===== src/rtl/pmt_cfg.svh =====
// Offsets, field positions, reset values and timing counts of the period-match timer
`ifndef PMT_CFG_SVH
`define PMT_CFG_SVH

// Register word offsets on the register port
`define PMT_OFF_COUNT 3'h0
`define PMT_OFF_PERIOD 3'h1
`define PMT_OFF_CTRL 3'h2
`define PMT_OFF_FLAGS 3'h3
`define PMT_OFF_ENABLES 3'h4

// Field positions
`define PMT_PRESC_LSB 0
`define PMT_ON_BIT 2
`define PMT_POSTSC_LSB 3
`define PMT_FLAG_BIT 1
`define PMT_ENABLE_BIT 1

// Reset values
`define PMT_RST_COUNT 8'h00
`define PMT_RST_PERIOD 8'hFF
`define PMT_RST_CTRL 8'h00

// Core clock cycles per instruction cycle
`define PMT_INST_DIV 4

// Prescaler terminal counts
`define PMT_PRESC_END_1 4'h0
`define PMT_PRESC_END_4 4'h3
`define PMT_PRESC_END_16 4'hF

`endif


===== src/rtl/pmt_pkg.sv =====
// Types shared by the period-match timer
package pmt_pkg;

    typedef logic [2:0] pmt_addr_t;

    // Layout of the timer control register
    typedef struct packed {
        logic unused;
        logic [3:0] postscale_select;
        logic timer_on;
        logic [1:0] prescale_select;
    } pmt_ctrl_t;

endpackage : pmt_pkg


===== src/rtl/pmt_timer.sv =====
// Period-match 8-bit timer with prescaler, postscaler, interrupt and register port
`timescale 1ns/10ps
`include "pmt_cfg.svh"

// Summary of operation
// - While on, count rises from zero once per prescaled instruction tick.
// - Four-bit prescaler divides by 1, 4 or 16 per select bits 1-0.
// - Count is compared with period; equality gives the match output.
// - After a match the count restarts at zero and the postscaler advances.
// - Reset clears the count and sets the period to FFh.
// - Count write, control write or reset clears prescaler and postscaler.
// - A control write leaves the count value unchanged.
// - Count and period are readable and writable at any time.
// - Postscaler divides matches by 1 to 16 per select bits 6-3.
// - Postscaler terminal count sets the sticky match flag, bit 1.
// - Interrupt is raised only when the match enable bit 1 is set.
// - Control bit 2 runs the timer when one, stops it when zero.
// - Control bit 7 is unimplemented and reads as zero.
// - Unscaled match pulse is offered as the PWM time base.
// - Timer output is offered as a serial shift clock source.
module pmt_timer #(
    parameter int unsigned INST_DIV = `PMT_INST_DIV
) (
    input wire logic core_clk_i,
    input wire logic resetn_i,
    input wire pmt_pkg::pmt_addr_t addr_i,
    input wire logic [7:0] wdata_i,
    input wire logic wr_i,
    input wire logic rd_i,
    output logic [7:0] rdata_o,
    output logic irq_o,
    output logic match_o,
    output logic shift_clk_o
);
    import pmt_pkg::*;

    // INST_DIV must be at least 2
    localparam int unsigned PH_W = $clog2(INST_DIV);
    localparam logic [PH_W-1:0] PH_END = PH_W'(INST_DIV - 1);

    // Terminal count of the prescaler for a select code
    function automatic logic [3:0] presc_end(input logic [1:0] sel);
        logic [3:0] r;
        r = `PMT_PRESC_END_16;
        unique case (sel)
            2'h0: r = `PMT_PRESC_END_1;
            2'h1: r = `PMT_PRESC_END_4;
            default: r = `PMT_PRESC_END_16;
        endcase
        return r;
    endfunction : presc_end

    logic [PH_W-1:0] phase_q;
    logic [3:0] presc_q;
    logic [3:0] postsc_q;
    logic [7:0] count_q;
    logic [7:0] period_q;
    pmt_ctrl_t ctrl_q;
    logic flag_q;
    logic enable_q;
    logic [7:0] rdata_q;
    logic irq_q;
    logic match_q;
    logic shift_q;

    logic wr_count;
    logic wr_period;
    logic wr_ctrl;
    logic wr_enables;
    logic rd_flags;
    logic scaler_clr;
    logic inst_tick;
    logic count_tick;
    logic hit;
    logic post_hit;
    logic [7:0] rd_mux;

    assign wr_count = wr_i && (addr_i == `PMT_OFF_COUNT);
    assign wr_period = wr_i && (addr_i == `PMT_OFF_PERIOD);
    assign wr_ctrl = wr_i && (addr_i == `PMT_OFF_CTRL);
    assign wr_enables = wr_i && (addr_i == `PMT_OFF_ENABLES);
    assign rd_flags = rd_i && (addr_i == `PMT_OFF_FLAGS);

    // Count and control writes take priority over counting in the same cycle
    assign scaler_clr = wr_count || wr_ctrl;

    // Instruction clock is the core clock divided by INST_DIV
    assign inst_tick = (phase_q == PH_END);

    assign count_tick = ctrl_q.timer_on && inst_tick && !scaler_clr
        && (presc_q == presc_end(ctrl_q.prescale_select));

    assign hit = count_tick && (count_q == period_q);

    assign post_hit = hit && (postsc_q == ctrl_q.postscale_select);

    // Instruction phase runs free; it is the device clock, not the timer
    always_ff @(posedge core_clk_i or negedge resetn_i) begin
        if (!resetn_i) begin
            phase_q <= '0;
        end else if (inst_tick) begin
            phase_q <= '0;
        end else begin
            phase_q <= PH_W'(phase_q + 1'b1);
        end
    end

    // Prescaler
    always_ff @(posedge core_clk_i or negedge resetn_i) begin
        if (!resetn_i) begin
            presc_q <= 4'h0;
        end else if (scaler_clr) begin
            presc_q <= 4'h0;
        end else if (ctrl_q.timer_on && inst_tick) begin
            if (presc_q == presc_end(ctrl_q.prescale_select)) begin
                presc_q <= 4'h0;
            end else begin
                presc_q <= 4'(presc_q + 4'h1);
            end
        end
    end

    // Count register
    always_ff @(posedge core_clk_i or negedge resetn_i) begin
        if (!resetn_i) begin
            count_q <= `PMT_RST_COUNT;
        end else if (wr_count) begin
            count_q <= wdata_i;
        end else if (hit) begin
            count_q <= 8'h00;
        end else if (count_tick) begin
            count_q <= 8'(count_q + 8'h01);
        end
    end

    // Period register
    always_ff @(posedge core_clk_i or negedge resetn_i) begin
        if (!resetn_i) begin
            period_q <= `PMT_RST_PERIOD;
        end else if (wr_period) begin
            period_q <= wdata_i;
        end
    end

    // Control register; bit 7 is never stored
    always_ff @(posedge core_clk_i or negedge resetn_i) begin
        if (!resetn_i) begin
            ctrl_q <= `PMT_RST_CTRL;
        end else if (wr_ctrl) begin
            ctrl_q <= {1'b0, wdata_i[6:0]};
        end
    end

    // Postscaler
    always_ff @(posedge core_clk_i or negedge resetn_i) begin
        if (!resetn_i) begin
            postsc_q <= 4'h0;
        end else if (scaler_clr) begin
            postsc_q <= 4'h0;
        end else if (post_hit) begin
            postsc_q <= 4'h0;
        end else if (hit) begin
            postsc_q <= 4'(postsc_q + 4'h1);
        end
    end

    // Sticky flag; a postscaler terminal count in the cycle of a clearing read still sets it
    always_ff @(posedge core_clk_i or negedge resetn_i) begin
        if (!resetn_i) begin
            flag_q <= 1'b0;
        end else if (post_hit) begin
            flag_q <= 1'b1;
        end else if (rd_flags) begin
            flag_q <= 1'b0;
        end
    end

    // Interrupt enable
    always_ff @(posedge core_clk_i or negedge resetn_i) begin
        if (!resetn_i) begin
            enable_q <= 1'b0;
        end else if (wr_enables) begin
            enable_q <= wdata_i[`PMT_ENABLE_BIT];
        end
    end

    // Interrupt output, one cycle behind the flag
    always_ff @(posedge core_clk_i or negedge resetn_i) begin
        if (!resetn_i) begin
            irq_q <= 1'b0;
        end else begin
            irq_q <= flag_q && enable_q;
        end
    end

    // Match pulse and shift clock outputs
    always_ff @(posedge core_clk_i or negedge resetn_i) begin
        if (!resetn_i) begin
            match_q <= 1'b0;
        end else begin
            match_q <= hit;
        end
    end

    // Shift clock toggles per match, so it runs at half the match rate
    always_ff @(posedge core_clk_i or negedge resetn_i) begin
        if (!resetn_i) begin
            shift_q <= 1'b0;
        end else if (hit) begin
            shift_q <= !shift_q;
        end
    end

    // Read multiplexer; unmapped offsets read as zero
    always_comb begin
        rd_mux = 8'h00;
        unique case (addr_i)
            `PMT_OFF_COUNT: rd_mux = count_q;
            `PMT_OFF_PERIOD: rd_mux = period_q;
            `PMT_OFF_CTRL: rd_mux = {1'b0, ctrl_q[6:0]};
            `PMT_OFF_FLAGS: rd_mux[`PMT_FLAG_BIT] = flag_q;
            `PMT_OFF_ENABLES: rd_mux[`PMT_ENABLE_BIT] = enable_q;
            default: rd_mux = 8'h00;
        endcase
    end

    // Read data stands for exactly one cycle after the strobe
    always_ff @(posedge core_clk_i or negedge resetn_i) begin
        if (!resetn_i) begin
            rdata_q <= 8'h00;
        end else if (rd_i) begin
            rdata_q <= rd_mux;
        end else begin
            rdata_q <= 8'h00;
        end
    end

    assign rdata_o = rdata_q;
    assign irq_o = irq_q;
    assign match_o = match_q;
    assign shift_clk_o = shift_q;
endmodule : pmt_timer


===== config.mk =====
export PLATFORM = sky130hd
export DESIGN_NAME = pmt_timer
export DESIGN_NICKNAME = d
export VERILOG_FILES = /design/src/rtl/pmt_pkg.sv /design/src/rtl/pmt_timer.sv
export VERILOG_INCLUDE_DIRS = /design/src /design/src/rtl
export SDC_FILE = /design/constraint.sdc
export NUM_CORES = 1
export LEC_CHECK = 0
export ABC_AREA = 0
export BUFFER_PORTS_ARGS = -buffer_cell sky130_fd_sc_hd__buf_4
export CAP_MARGIN = 20
export CORE_UTILIZATION = 58
export DETAILED_ROUTE_END_ITERATION = 16
export PLACE_DENSITY = 0.79
export SLEW_MARGIN = 10
export SYNTH_ARGS = -nofsm -noshare
export SYNTH_HDL_FRONTEND = slang
export SYNTH_SLANG_ARGS = --single-unit

===== constraint.sdc =====
create_clock -name core_clk_i -period 1.9 [get_ports core_clk_i]
set_input_delay 0.38 -clock core_clk_i [delete_from_list [all_inputs] [get_ports core_clk_i]]
set_output_delay 0.38 -clock core_clk_i [all_outputs]
set_load 0.05 [all_outputs]

**Word-level counts from Yosys, hierarchy flattened**

Index checks and enable logic that the tools add are counted.

- Bits of input ports: 15
- Register bits: 46

- Reduce and logical (&&, ||, !) cells: 20
- Muxes and demuxes: 19
- $add $sub $neg: 4
- Equality and inequality tests: 10

Operators by type and width:

| kind | number |
|---|---|
| $mux W4 | 8 |
| $mux W8 | 4 |
| $pmux W6 S3 | 1 |
| $eq A4 B4 Y1 | 3 |
| $logic_and A1 B1 Y1 | 11 |
| $add A4 B1 Y4 const B | 2 |
| $add A8 B1 Y8 const B | 1 |
| $eq A8 B8 Y1 | 1 |
| $pmux W4 S2 | 1 |
| $eq A3 B2 Y1 const B | 2 |
| $reduce_bool A3 Y1 | 2 |
| $pmux W1 S5 | 1 |
| $reduce_bool A2 Y1 | 2 |
| $eq A3 B1 Y1 const B | 1 |
| $eq A3 B3 Y1 const B | 1 |
| $logic_not A3 Y1 | 1 |
| $pmux W1 S3 | 1 |
| $add A2 B1 Y2 const B | 1 |
| $eq A2 B1 Y1 const B | 1 |
| $eq A2 B2 Y1 const B | 1 |
| $logic_not A1 Y1 | 2 |
| $logic_not A2 Y1 | 1 |
| $mux W1 | 2 |
| $mux W2 | 1 |
| $logic_or A1 B1 Y1 | 1 |

**Longest topological paths before layout**

- Depth after elaboration: 10
- Gate-level depth with buffers: 7
- Depth with buffers taken out: 7

**Worst setup path before layout**

OpenSTA, ideal clock, no wires.

- Path kind: reg2reg
- From: register period_q[7]
- To: register count_q[1]
- Stages on the path, launching flop included: 6
- Data required time: 1,774 ps
- Slack: 152 ps
- Setup time: 126 ps
- Arrival: 1,622 ps
- Path through: dfstp_2 -> xor2_1 -> nor4_2 -> o2111ai_4 -> and3_1 -> a221o_1

- Word-level cells in the longest chain between the ends: 4

Ends and longest elaborated chain:

| what | RTL line | text |
|---|---|---|
| start: declaration | pmt_timer.sv:57 | `logic [7:0] period_q;` |
| start signal: assignment | pmt_timer.sv:139 | `` period_q <= `PMT_RST_PERIOD; `` |
| start signal: assignment | pmt_timer.sv:141 | `period_q <= wdata_i;` |
| $eq A8 B8 Y1 (*) | pmt_timer.sv:93 | `assign hit = count_tick && (count_q == period_q);` |
| $logic_and A1 B1 Y1 (*) | pmt_timer.sv:93 |  |
| $mux W8 | pmt_timer.sv:129 | `end else if (hit) begin` |
| $mux W8 | pmt_timer.sv:127 | `end else if (wr_count) begin` |
| end signal: assignment | pmt_timer.sv:126 | `` count_q <= `PMT_RST_COUNT; `` |
| end signal: assignment | pmt_timer.sv:128 | `count_q <= wdata_i;` |
| end signal: assignment | pmt_timer.sv:132 | `count_q <= 8'(count_q + 8'h01);` |
| end: declaration | pmt_timer.sv:56 | `logic [7:0] count_q;` |

Mark *: on every way between the ends. The rest lies on a longest branch, timed or not.
A chain may end at the register's enable or synchronous reset.

**Worst setup path in the final report**

- From: register ctrl_q[0] in the netlist's numbering
- To: register count_q[7]

- Word-level cells in the longest chain between the ends: 7

Ends and longest elaborated chain:

| what | RTL line | text |
|---|---|---|
| start: declaration | pmt_timer.sv:58 | `pmt_ctrl_t ctrl_q;` |
| start signal: assignment | pmt_timer.sv:148 | `` ctrl_q <= `PMT_RST_CTRL; `` |
| start signal: assignment | pmt_timer.sv:150 | `ctrl_q <= {1'b0, wdata_i[6:0]};` |
| $eq A2 B1 Y1 or $logic_not A2 Y1 (tied branches) | pmt_timer.sv:45 | `unique case (sel)` |
| $pmux W4 S2 (*) | pmt_timer.sv:45 |  |
| $eq A4 B4 Y1 (*) | pmt_timer.sv:91 | `&& (presc_q == presc_end(ctrl_q.prescale_select));` |
| $logic_and A1 B1 Y1 (*) | pmt_timer.sv:91 |  |
| $logic_and A1 B1 Y1 | pmt_timer.sv:93 |  |
| $mux W8 | pmt_timer.sv:129 |  |
| $mux W8 | pmt_timer.sv:127 |  |

Marked as above.

==> results_tabular.tex <==
\begin{tabular}{lr}
\hline
Metric & Value \\
\hline
\multicolumn{2}{l}{\textbf{Cells and area}} \\
Fraction of final layout cells with drive strength greater than 1 & 0.326 \\
Layout Nets & 279 \\
Number of cells in the finished layout apart from fillers & between 300 and 400 \\
Fillers & roughly 290 \\
Layout overhead on the synthesized area & 19.6\% \\
Count of antenna diodes in the layout & 0 \\
Final std cell area, no fill & between 2000 and 3000 um\^{}2 \\
\multicolumn{2}{l}{\textbf{Die}} \\
Effective utilization at floorplan & 0.601 \\
Die Height & about 66 um \\
Floorplan core area & about 4000 um\^{}2 \\
Chip width & $\sim$66 um \\
Number of rows created at floorplan & 23 \\
Floorplan die area & $\sim$4400 um\^{}2 \\
I/O pin count & 26 \\
\multicolumn{2}{l}{\textbf{STA}} \\
Largest clock skew in the final design & approximately 0.0071 ns \\
F\_max & 550 MHz \\
Slew of the pin with the lowest slew margin & 0.552 ns \\
Crit share post-route & 0.957 \\
Worst rel slew slack & 0.632 \\
Hold Vio Cnt, Final & 0 \\
Fin. max-slew vios & 0 \\
Post-route minimum period & roughly 1.8 ns \\
Setup repair after global routing missed its margin & true \\
Post-route worst setup slack & approximately 0.082 ns \\
Endpoints failing setup & 0 \\
\multicolumn{2}{l}{\textbf{Critical path}} \\
Setup crit start kind & flop \\
Crit path DAT & 2.01 ns \\
Max stage delay cell, worst path & dfrtp\_1 \\
Worst Path Buf+Inv & 1 \\
Crit path cell chain & nor4\_4 > o2111ai\_1 > buf\_4 > a311oi\_2 > xnor2\_1 > o21ai\_1 \\
Crit path max-delay family & compound AO/OA/AOI/OAI gates \\
Reg2Reg Setup Slack & between 0.08 and 0.09 ns \\
Reg-to-reg endpoint & count\_q[7]\$\_DFFE\_PN0P\_ \\
Slowest stage delay, CP & about 0.45 ns \\
Category of the most critical setup path & reg2reg \\
Required time of the worst setup path & 2.09 ns \\
Number of cell instances on the worst register-to-register path & 6 \\
Reg-to-reg startpoint & ctrl\_q[0]\$\_DFFE\_PN0P\_ \\
Crit end category & flop \\
Largest fanout on the critical path & 4 \\
\multicolumn{2}{l}{\textbf{CTS}} \\
Clock-pin slew of the registers on the worst-case setup and hold paths & around 0.090 ns \\
Root buf cell & clkbuf\_8 \\
Clock latency on the worst-skew pair & between 0.3 and 0.4 ns \\
Hold buffers post-CTS & 0 \\
Number of setup buffers added after CTS & 0 \\
Number of levels in the clock H-tree & 2 \\
Number of gates resized after cts & 0 \\
Max clock buf depth & 2 \\
Clock tree from TritonCTS & yes \\
Number of buffers created by CTS & 5 \\
Clock sinks & 46 \\
\multicolumn{2}{l}{\textbf{Detailed routing}} \\
Antenna-violating nets left & 0 \\
Routed wl met2 & around 2.5 mm \\
Router iterations before antenna repair & 4 \\
Number of remaining DRC errors & 0 \\
Total via count after detailed routing & between 1,500 and 2,000 \\
DRT Wirelength & $\sim$5.3 mm \\
DRC violation total after the first TritonRoute iteration & 156 \\
Met3 wire length & between 200 and 300 um \\
Highest routed metal layer & met4 \\
Met1 wire length & around 2.4 mm \\
Detail-routed net length per standard cell & roughly 17 um \\
Drt via density & between 5 and 6 \\
\multicolumn{2}{l}{\textbf{Synth}} \\
Total nets after synthesis & roughly 240 \\
Predominant post-synthesis flop cell & dfrtp\_1 \\
Per-instance average area after synthesis & roughly 11 um\^{}2 \\
Yosys warning count & 0 \\
Top-area cell type share of the netlist area & 0.395 \\
Number of enable flip-flop cells after synthesis & 0 \\
Share of the yosys chip area belonging to registers & 0.483 \\
Fraction of registers with async set/reset & 1.00 \\
Cell count after synthesis & between 200 and 250 \\
Post-synth top cells & 38 x dfrtp\_1, 21 x nor2\_1, 18 x nand2\_1 \\
Synth Register Bits & 46 \\
Number of different library cells in the post-synthesis netlist & 45 \\
Top cells by area in the synthesized netlist & dfrtp\_1 40\%, dfstp\_2 8.7\%, mux2\_2 7.5\% \\
Cell type contributing the most total cell area after synthesis & dfrtp\_1 \\
Most used standard cell by instance count after synthesis & dfrtp\_1 \\
Post-synthesis cell area & about 2400 um\^{}2 \\
\multicolumn{2}{l}{\textbf{Placed design}} \\
Weighted congestion reported at the end of routability-driven placement & 0.831 \\
Dpl cell area & between 2000 and 3000 um\^{}2 \\
Setup slack after placement & roughly 0.096 ns \\
Estimated wirelength of the detail-placed design & $\sim$3.8 mm \\
Buffers on Ports & 25 \\
Cell count after placement & 303 \\
\multicolumn{2}{l}{\textbf{Status}} \\
Result of the run & complete, no violations \\
\multicolumn{2}{l}{\textbf{Global routing}} \\
Initial antenna violation count & 0 \\
First-pass GRT wire length & about 8.7 mm \\
Via count of the first global-routing pass & $\sim$1,800 \\
Leftover overflow at the end of global routing & 0 \\
Maximum number of pins on one net before global-route repair & 47 \\
Total Routing Usage GR & 0.278 \\
\multicolumn{2}{l}{\textbf{Power and ir drop}} \\
Leakage power & $\sim$1.3 nW \\
Maximum ir drop on the vdd rail & about 0.49 mV \\
Power density over the cells & $\sim$990 nW/um\^{}2 \\
Final Total Pwr & between 2 and 3 mW \\
\multicolumn{2}{l}{\textbf{Flow run}} \\
Max\_cap viols & 0 \\
\multicolumn{2}{l}{\textbf{Hold path}} \\
Path category of the worst min-delay check & in2async \\
\hline
\end{tabular}
==> registers in the layout, summed over array words and instances (netlist names) <==
register,cells
rdata_o,8
shift_clk_o,1
postsc_q,4
period_q,8
phase_q,2
count_q,8
match_o,1
ctrl_q,7
enable_q,1
flag_q,1
irq_o,1
presc_q,4
==> how the worst max path moves through the flow <==
stage | start | to | slack, ns | depth (start not counted)
3_5_place_dp | period_q[4]$_DFFE_PN1P_ | count_q[0]$_DFFE_PN0P_ | 0.1 | 6
6_report | ctrl_q[0]$_DFFE_PN0P_ | count_q[7]$_DFFE_PN0P_ | 0.08 | 6
2_1_floorplan | period_q[7]$_DFFE_PN1P_ | count_q[1]$_DFFE_PN0P_ | 0.15 | 5
5_1_grt | presc_q[0]$_DFFE_PN0P_ | count_q[5]$_DFFE_PN0P_ | -0.002 | 5
3_3_place_gp | period_q[4]$_DFFE_PN1P_ | count_q[1]$_DFFE_PN0P_ | 0.12 | 5
4_1_cts | ctrl_q[0]$_DFFE_PN0P_ | count_q[7]$_DFFE_PN0P_ | 0.08 | 6
==> cells by family after synthesis <==
family,after synthesis,synth area share
AOI/OAI and AO/OA,38,0.105
and+or+nand+nor,78,0.186
adders and majority gates,4,0.0208
muxes,24,0.113
buffers and inverters,9,0.0192
xor gates and xnor gates,19,0.0723
DFF,46,0.483
==> metrics by stage <==
step	setup TNS (ns)	util	hold WS [ns]
floorplan	0	-	0.0844
global placement	0	0.687	0.408
detailed placement	0	0.687	0.411
CTS	0	0.716	0.0759
global route	-0.00182	0.719	0.100
finish	0	0.719	0.0606
==> layout by cell type, fill, tap and decap left out, drive strengths merged, types with 3 or more instances in the layout <==
cell type   n
a31oi       3
buf        43
o2111ai     3
o21ai      12
dfrtp      38
nor2       21
and3        4
xnor2       9
nand2      18
dfstp       8
a21oi      13
clkbuf      7
nand3       6
mux2i       7
xor2       10
nand4       3
ha          4
nor4        3
and2        8
mux2       16
==> worst reg2reg max path: cells and delay by family, from the launching register on <==
kind / cells / cell delay (ns)
AO/OA/AOI/OAI: 3 / 0.56
XOR/XNOR: 1 / 0.16
flip-flops: 1 / 0.45
AND/OR/NAND/NOR: 1 / 0.33
buffers and inverters: 1 / 0.19
==> report_power, final <==
| group | switching, mW | leakage [nW] | internal (mW) |
|---|---|---|---|
| registers | 0.181 | 0.579 | 1.16 |
| logic | 0.383 | 0.646 | 0.358 |
| clock network | 0.333 | 0.0585 | 0.429 |
| total | 0.896 | 1.28 | 1.95 |
==> metal layers <==
metal	up-vias	track usage
met5	-	0
met4	0	0.136
met3	12	0.0707
met2	72	0.427
met1	886	0.364
li1	860	-
==> cell type report <==
type,instances,area [um^2],area share
clock buffers,7,86.3,0.0300
clock inverters,1,30.0,0.0104
flip-flops and latches,46,1160,0.404
repair buffers,43,323,0.112
multi-input cells,163,1210,0.419
well taps,50,62.6,0.0218
inverters,1,6.26,0.00218
Note: power is estimated with default switching activity, not from simulation.
